## src/rtl/wdg_pkg.sv

```systemverilog
// package for the card watchdog: timing, channel width and status memory layout
// assumes a single 25 MHz system clock and an 8 kHz timer reference derived from it
package wdg_pkg;

	// ****************************************
	// timing
	// ****************************************
	localparam int CLOCK_PERIOD_NS = 40;
	localparam int REF_PERIOD_NS = 125000;
	localparam int TICK_CYCLES = REF_PERIOD_NS / CLOCK_PERIOD_NS;
	localparam int PRESCALE_W = 12;
	localparam logic [PRESCALE_W-1:0] PRESCALE_LAST = PRESCALE_W'(TICK_CYCLES - 1);
	localparam logic [PRESCALE_W-1:0] PRESCALE_RESET = 12'h000;

	// ****************************************
	// timer channel
	// ****************************************
	localparam int COUNT_W = 16;
	localparam logic [COUNT_W-1:0] COUNT_RESET = 16'h0000;
	localparam logic [COUNT_W-1:0] COUNT_LAST = 16'h0001;

	// ****************************************
	// battery-backed status memory
	// ****************************************
	localparam logic [7:0] STATUS_INDEX_BACKUP = 8'h0d;
	localparam int BACKUP_LOST_BIT = 7;
	localparam logic [7:0] STATUS_DATA_RESET = 8'h00;

	typedef enum logic [1:0]
	{
		WDG_IDLE = 2'b00,
		WDG_RUN = 2'b01,
		WDG_EXPIRED = 2'b10
	} wdg_state_e;

endpackage

```

## src/rtl/wdg_timer_channel.sv

```systemverilog
// one down-counting interval timer channel with its output flip-flop
// assumes tick is a one-cycle pulse at the reference rate and load a one-cycle pulse
`timescale 1ns/10ps
`default_nettype none
module wdg_timer_channel
	import wdg_pkg::*;
(
	// clock and reset
	input wire logic clk,
	input wire logic rst_b,
	// control
	input wire logic tick,
	input wire logic load,
	input wire logic run,
	input wire logic [COUNT_W-1:0] reload_value,
	// state
	output logic [COUNT_W-1:0] count,
	output logic channel_out
);

	// a reload value of zero wraps and so gives the longest period
	always_ff @(posedge clk or negedge rst_b)
	begin
		if (!rst_b)
			count <= COUNT_RESET;
		else if (load)
			count <= reload_value;
		else if (run && tick && count != COUNT_RESET)
			count <= count - COUNT_LAST;
		else if (run && tick && channel_out)
			count <= count - COUNT_LAST;
	end

	always_ff @(posedge clk or negedge rst_b)
	begin
		if (!rst_b)
			channel_out <= 1'b1;
		else if (load || !run)
			channel_out <= 1'b1;
		else if (tick && count == COUNT_LAST)
			channel_out <= 1'b0;
	end

endmodule
`default_nettype wire

```

## src/rtl/card_watchdog.sv

```systemverilog
// watchdog with active-low timeout pin and backup-power-lost status flag
// assumes RST_B is the board power-good signal and all inputs are synchronous to CLOCK
`timescale 1ns/10ps
`default_nettype none
module card_watchdog
	import wdg_pkg::*;
(
	// clock and power-good reset
	input wire logic CLOCK,
	input wire logic RST_B,
	// watchdog control
	input wire logic WDG_ARM,
	input wire logic WDG_RESTART,
	input wire logic [COUNT_W-1:0] WDG_PERIOD,
	// watchdog state
	output logic WATCHDOG_TIMEOUT_N,
	output logic [COUNT_W-1:0] WDG_COUNT,
	// backup supply status
	input wire logic BACKUP_SUPPLY_MISSING,
	input wire logic BACKUP_FLAG_CLEAR,
	input wire logic [7:0] STATUS_INDEX,
	output logic [7:0] STATUS_DATA
);

	// ****************************************
	// decode
	// ****************************************
	function automatic logic is_backup_index(input logic [7:0] index);
		is_backup_index = (index == STATUS_INDEX_BACKUP);
	endfunction

	// ****************************************
	// reference tick
	// ****************************************
	logic [PRESCALE_W-1:0] prescale;
	logic tick;

	// free-running so the reference phase does not depend on when software restarts
	always_ff @(posedge CLOCK or negedge RST_B)
	begin
		if (!RST_B)
			prescale <= PRESCALE_RESET;
		else if (prescale == PRESCALE_LAST)
			prescale <= PRESCALE_RESET;
		else
			prescale <= prescale + 12'h001;
	end

	assign tick = (prescale == PRESCALE_LAST);

	// ****************************************
	// sequencing
	// ****************************************
	wdg_state_e state;
	wdg_state_e next_state;
	logic load;
	logic run;
	logic timer_channel_output;

	always_comb
	begin
		next_state = state;
		case (state)
			WDG_IDLE:
			begin
				if (WDG_ARM)
					next_state = WDG_RUN;
			end
			WDG_RUN:
			begin
				if (!WDG_ARM)
					next_state = WDG_IDLE;
				else if (!WDG_RESTART && tick && WDG_COUNT == COUNT_LAST)
					next_state = WDG_EXPIRED;
			end
			WDG_EXPIRED:
			begin
				if (!WDG_ARM)
					next_state = WDG_IDLE;
				else if (WDG_RESTART)
					next_state = WDG_RUN;
			end
			default:
			begin
				next_state = WDG_IDLE;
			end
		endcase
	end

	always_ff @(posedge CLOCK or negedge RST_B)
	begin
		if (!RST_B)
			state <= WDG_IDLE;
		else
			state <= next_state;
	end

	// arming loads the period; a restart while armed reloads it in full
	assign load = WDG_ARM && (state == WDG_IDLE || WDG_RESTART);
	assign run = WDG_ARM && state != WDG_IDLE;

	wdg_timer_channel u_channel
	(
		.clk(CLOCK),
		.rst_b(RST_B),
		.tick(tick),
		.load(load),
		.run(run),
		.reload_value(WDG_PERIOD),
		.count(WDG_COUNT),
		.channel_out(timer_channel_output)
	);

	// no gating here: the pin follows the channel flip-flop exactly
	assign WATCHDOG_TIMEOUT_N = timer_channel_output;

	// ****************************************
	// backup supply status
	// ****************************************
	logic backup_lost;

	// set wins over clear so a loss seen in the clear cycle survives
	always_ff @(posedge CLOCK or negedge RST_B)
	begin
		if (!RST_B)
			backup_lost <= 1'b0;
		else if (BACKUP_SUPPLY_MISSING)
			backup_lost <= 1'b1;
		else if (BACKUP_FLAG_CLEAR)
			backup_lost <= 1'b0;
	end

	always_ff @(posedge CLOCK or negedge RST_B)
	begin
		if (!RST_B)
			STATUS_DATA <= STATUS_DATA_RESET;
		else if (is_backup_index(STATUS_INDEX))
			STATUS_DATA <= 8'(backup_lost) << BACKUP_LOST_BIT;
		else
			STATUS_DATA <= STATUS_DATA_RESET;
	end

	// ****************************************
	// checks
	// ****************************************
	logic [PRESCALE_W-1:0] tick_gap;
	logic tick_seen;

	always_ff @(posedge CLOCK or negedge RST_B)
	begin
		if (!RST_B)
		begin
			tick_gap <= PRESCALE_RESET;
			tick_seen <= 1'b0;
		end
		else if (tick)
		begin
			tick_gap <= PRESCALE_RESET;
			tick_seen <= 1'b1;
		end
		else
			tick_gap <= tick_gap + 12'h001;
	end
endmodule
`default_nettype wire

```

## config.mk

```make
export PLATFORM = sky130hd
export DESIGN_NAME = card_watchdog
export DESIGN_NICKNAME = d
export VERILOG_FILES = /design/src/rtl/wdg_pkg.sv /design/src/rtl/wdg_timer_channel.sv /design/src/rtl/card_watchdog.sv
export SDC_FILE = /design/constraint.sdc
export NUM_CORES = 1
export LEC_CHECK = 0
export BUFFER_PORTS_ARGS = -buffer_cell sky130_fd_sc_hd__buf_4
export CAP_MARGIN = 20
export CORE_MARGIN = 3
export CORE_UTILIZATION = 55
export CTS_CLUSTER_DIAMETER = 200
export DETAILED_ROUTE_END_ITERATION = 7
export PLACE_DENSITY = 0.84
export SLEW_MARGIN = 5
export SYNTH_ARGS = -nofsm -noshare
export SYNTH_HDL_FRONTEND = slang
export SYNTH_SLANG_ARGS = --single-unit
```

## constraint.sdc

```tcl
create_clock -name CLOCK -period 4.6 [get_ports CLOCK]
set_input_delay 0.46 -clock CLOCK [delete_from_list [all_inputs] [get_ports CLOCK]]
set_output_delay 0.46 -clock CLOCK [all_outputs]
set_load 0.05 [all_outputs]
```

==> results.tsv <==
metric	value	unit
setup violators final	0	
multi-input gate area in the final layout	983.4	um^2
CP Max Fanout	19	
Crit Reg-Reg Startpoint	u_channel.count[10]	
io pins	55	
post-synthesis register bit count	33	
initial antenna violation count	0	
largest net degree at the start of global routing	34	
slew margin rel.	0.5503	
yosys warns	0	
Seq/Total Area, Yosys	0.4366	
setup bufs post-CTS	0	
Die H	64.69	um
CP Launch Type	flop	
r2r endpoint	u_channel.count[6]	
Fillers	276	
busiest grt layer	met2	
Max IR drop VDD	0.0002407	V
cts bufs inserted	5	
HP Class	in -> async	
Clock Skew	0.009445	ns
RSZ-0062 raised after global routing	no	
PD cells	290.3	nW/um^2
post-route ant nets	0	
clock tree buffer depth	2	
nets	285	
Post-CTS Hold Buffers	0	
r2r setup slk	2.25	ns
vias in the first global route	1579	
vias	1648	
critical path data arrival time	2.56	ns
CTS root buffer	clkbuf_4	
routed length per instance	14.14	um
# H-tree levels	2	
Starting DRT DRC Count	88	
layout cells sized above 1	0.2749	
HPWL after DPL	3.113	mm
full die area	4184	um^2
DRT Wirelength	4.171	mm
Max Slew Vio Count	0	
GP Congestion	0.8718	
final non-filler cell total	295	
first-pass GRT wire length	7.148	mm
total grt overflow	0	
placeable core area	3178	um^2
CP Capture Type	flop	
Post-route DRC	0	
Required @ worst endpoint	4.81	ns
Initial Util	0.5961	
Worst Setup EP	u_channel.count[6]	
vias per inst	5.586	
Fmax achieved	0.4263	GHz
period utilisation layout	0.5099	
Resized Gates After CTS	0	
CTS tree	built	
Most used DFF post-synth	dfrtp_1	
average cell area after synthesis	9.472	um^2
Hold Violations, Final	0	
LEAKAGE	0.9931	nW
post-layout min period	2.346	ns
clock slew at reported path FFs	0.10	ns
critical path class	reg -> reg	
Pwr Total	0.6681	mW
register area	827.0	um^2
Cells after Synth	200	
ANT cells	0	
CTS sink count	33	
synthesized cell area	1894	um^2
GRT Resource Usage Total	0.2200	
area grow syn2layout	21.47	%
Worst-Skew Late Latency	0.33	ns
placement row count	20	
Worst Max-Slew Pin Slew	0.6745	ns
number of synthesized flops with an enable pin	0	
grt met3 use	0.05893	
Placed Cells	287	
fraction of registers with async set/reset	1.000	
Port Buf Inserts	47	
Max-Cap Viols	0	
die width	64.69	um
Worst setup startpoint	u_channel.count[10]	
fin util	0.7240	
drt pass-1 iters	4	
setup_tns	0	ns
number of distinct library cells after synthesis	46	
met1 Resource Use GR	0.3019	
M2 GR Usage	0.3338	
status	complete, no violations	
reg2reg path depth	5	
cell usage after synthesis, types with 2 or more instances:
master | instances | area (um^2)
or4_2 | 4 | 35.03
o21ai_1 | 3 | 15.01
nor4_1 | 6 | 37.54
nand2b_1 | 2 | 12.51
ha_1 | 5 | 62.56
o21ai_0 | 7 | 35.03
nor2_1 | 24 | 90.09
a31oi_1 | 10 | 62.56
nor3_1 | 6 | 30.03
dfrtp_1 | 32 | 800.8
or2_2 | 2 | 12.51
and3_1 | 2 | 12.51
inv_1 | 7 | 26.28
nor4b_1 | 3 | 26.28
nand3b_1 | 2 | 15.01
xor2_1 | 5 | 43.79
xnor2_1 | 11 | 96.34
nand2_1 | 14 | 52.55
nand3_1 | 8 | 40.04
buf_4 | 7 | 52.55
or3_2 | 3 | 22.52
or3_1 | 3 | 18.77
or4_1 | 2 | 15.01
nand4_1 | 3 | 18.77
o31ai_1 | 7 | 52.55
clkbuf_1 | 2 | 7.510
cells by family (layout without fill, tap and decap cells):
kind of cell / after synthesis / in the layout / share of synthesized area
and+or+nand+nor: 94 / 94 / 0.2807
AOI/OAI and AO/OA: 33 / 33 / 0.1176
DFF: 33 / 33 / 0.4366
buffers and inverters: 18 / 63 / 0.05615
xor gates and xnor gates: 16 / 16 / 0.07397
adders and majority gates: 5 / 5 / 0.03303
other: 1 / 7 / 0.001980
state kept, by name (all words and copies together) (netlist names):
name	cells
backup_lost	1
state	2
STATUS_DATA	1
prescale	12
u_channel.channel_out	1
u_channel.count	16
cells in the final DEF (no fill, tap or decap), types with 7 or more instances in the layout:
cell type,synthesis,final
nand3_1,8,8
conb_1,1,7
o21ai_0,7,7
nor2_1,24,24
buf_4,7,48
inv_1,7,7
dfrtp_1,32,32
o31ai_1,7,7
nand2_1,14,14
xnor2_1,11,11
a31oi_1,10,10
per-stage QoR:
| step | setup slack [ns] | area (um^2) | hold WS (ns) |
|---|---|---|---|
| 2_1_floorplan | 2.319 | 1917 | 0.1644 |
| 3_3_place_gp | 2.303 | 2252 | 0.4288 |
| 3_5_place_dp | 2.273 | 2252 | 0.4259 |
| 4_1_cts | 2.247 | 2301 | 0.06485 |
| 5_1_grt | 2.037 | 2301 | 0.06967 |
| 6_report | 2.254 | 2301 | 0.05577 |
worst max-delay path, stage by stage, from the launching register on:
cell and delay (ns):
dfrtp_1 0.44, or4_4 0.56, or2_4 0.27, o31ai_4 0.63, or3_2 0.24, a31oi_1 0.08
where the power goes:
| part | total [mW] | switching, mW | internal, mW |
|---|---|---|---|
| combinational | 0.179 | 0.118 | 0.0609 |
| sequential | 0.333 | 0.0250 | 0.308 |
| clock | 0.156 | 0.0952 | 0.0609 |
| total | 0.668 | 0.238 | 0.430 |
worst min path at each step:
| stage | from | to | slack, ns | cells after the start |
|---|---|---|---|---|
| floorplan | RST_B | STATUS_DATA[7] | 0.16 | 0 |
| global placement | RST_B | backup_lost | 0.43 | 1 |
| detailed placement | RST_B | backup_lost | 0.43 | 1 |
| CTS | RST_B | u_channel.count[12] | 0.06 | 1 |
| global route | RST_B | u_channel.count[13] | 0.07 | 1 |
| finish | RST_B | u_channel.count[0] | 0.06 | 1 |
metal layers:
| metal | routed length (um) | up-vias |
|---|---|---|
| met4 | 55 | 0 |
| met5 | 0 | - |
| met1 | 1935 | 767 |
| met2 | 1885 | 59 |
| li1 | - | 815 |
| met3 | 295 | 7 |
final cells by class:
class | count | share of cell area
repair buffers | 48 | 0.1566
well taps | 44 | 0.02393
multi-input cells | 155 | 0.4274
clock buffers | 8 | 0.02121
flip-flops and latches | 33 | 0.3594
inverters | 7 | 0.01142
Note: power is estimated with default switching activity, not from simulation.
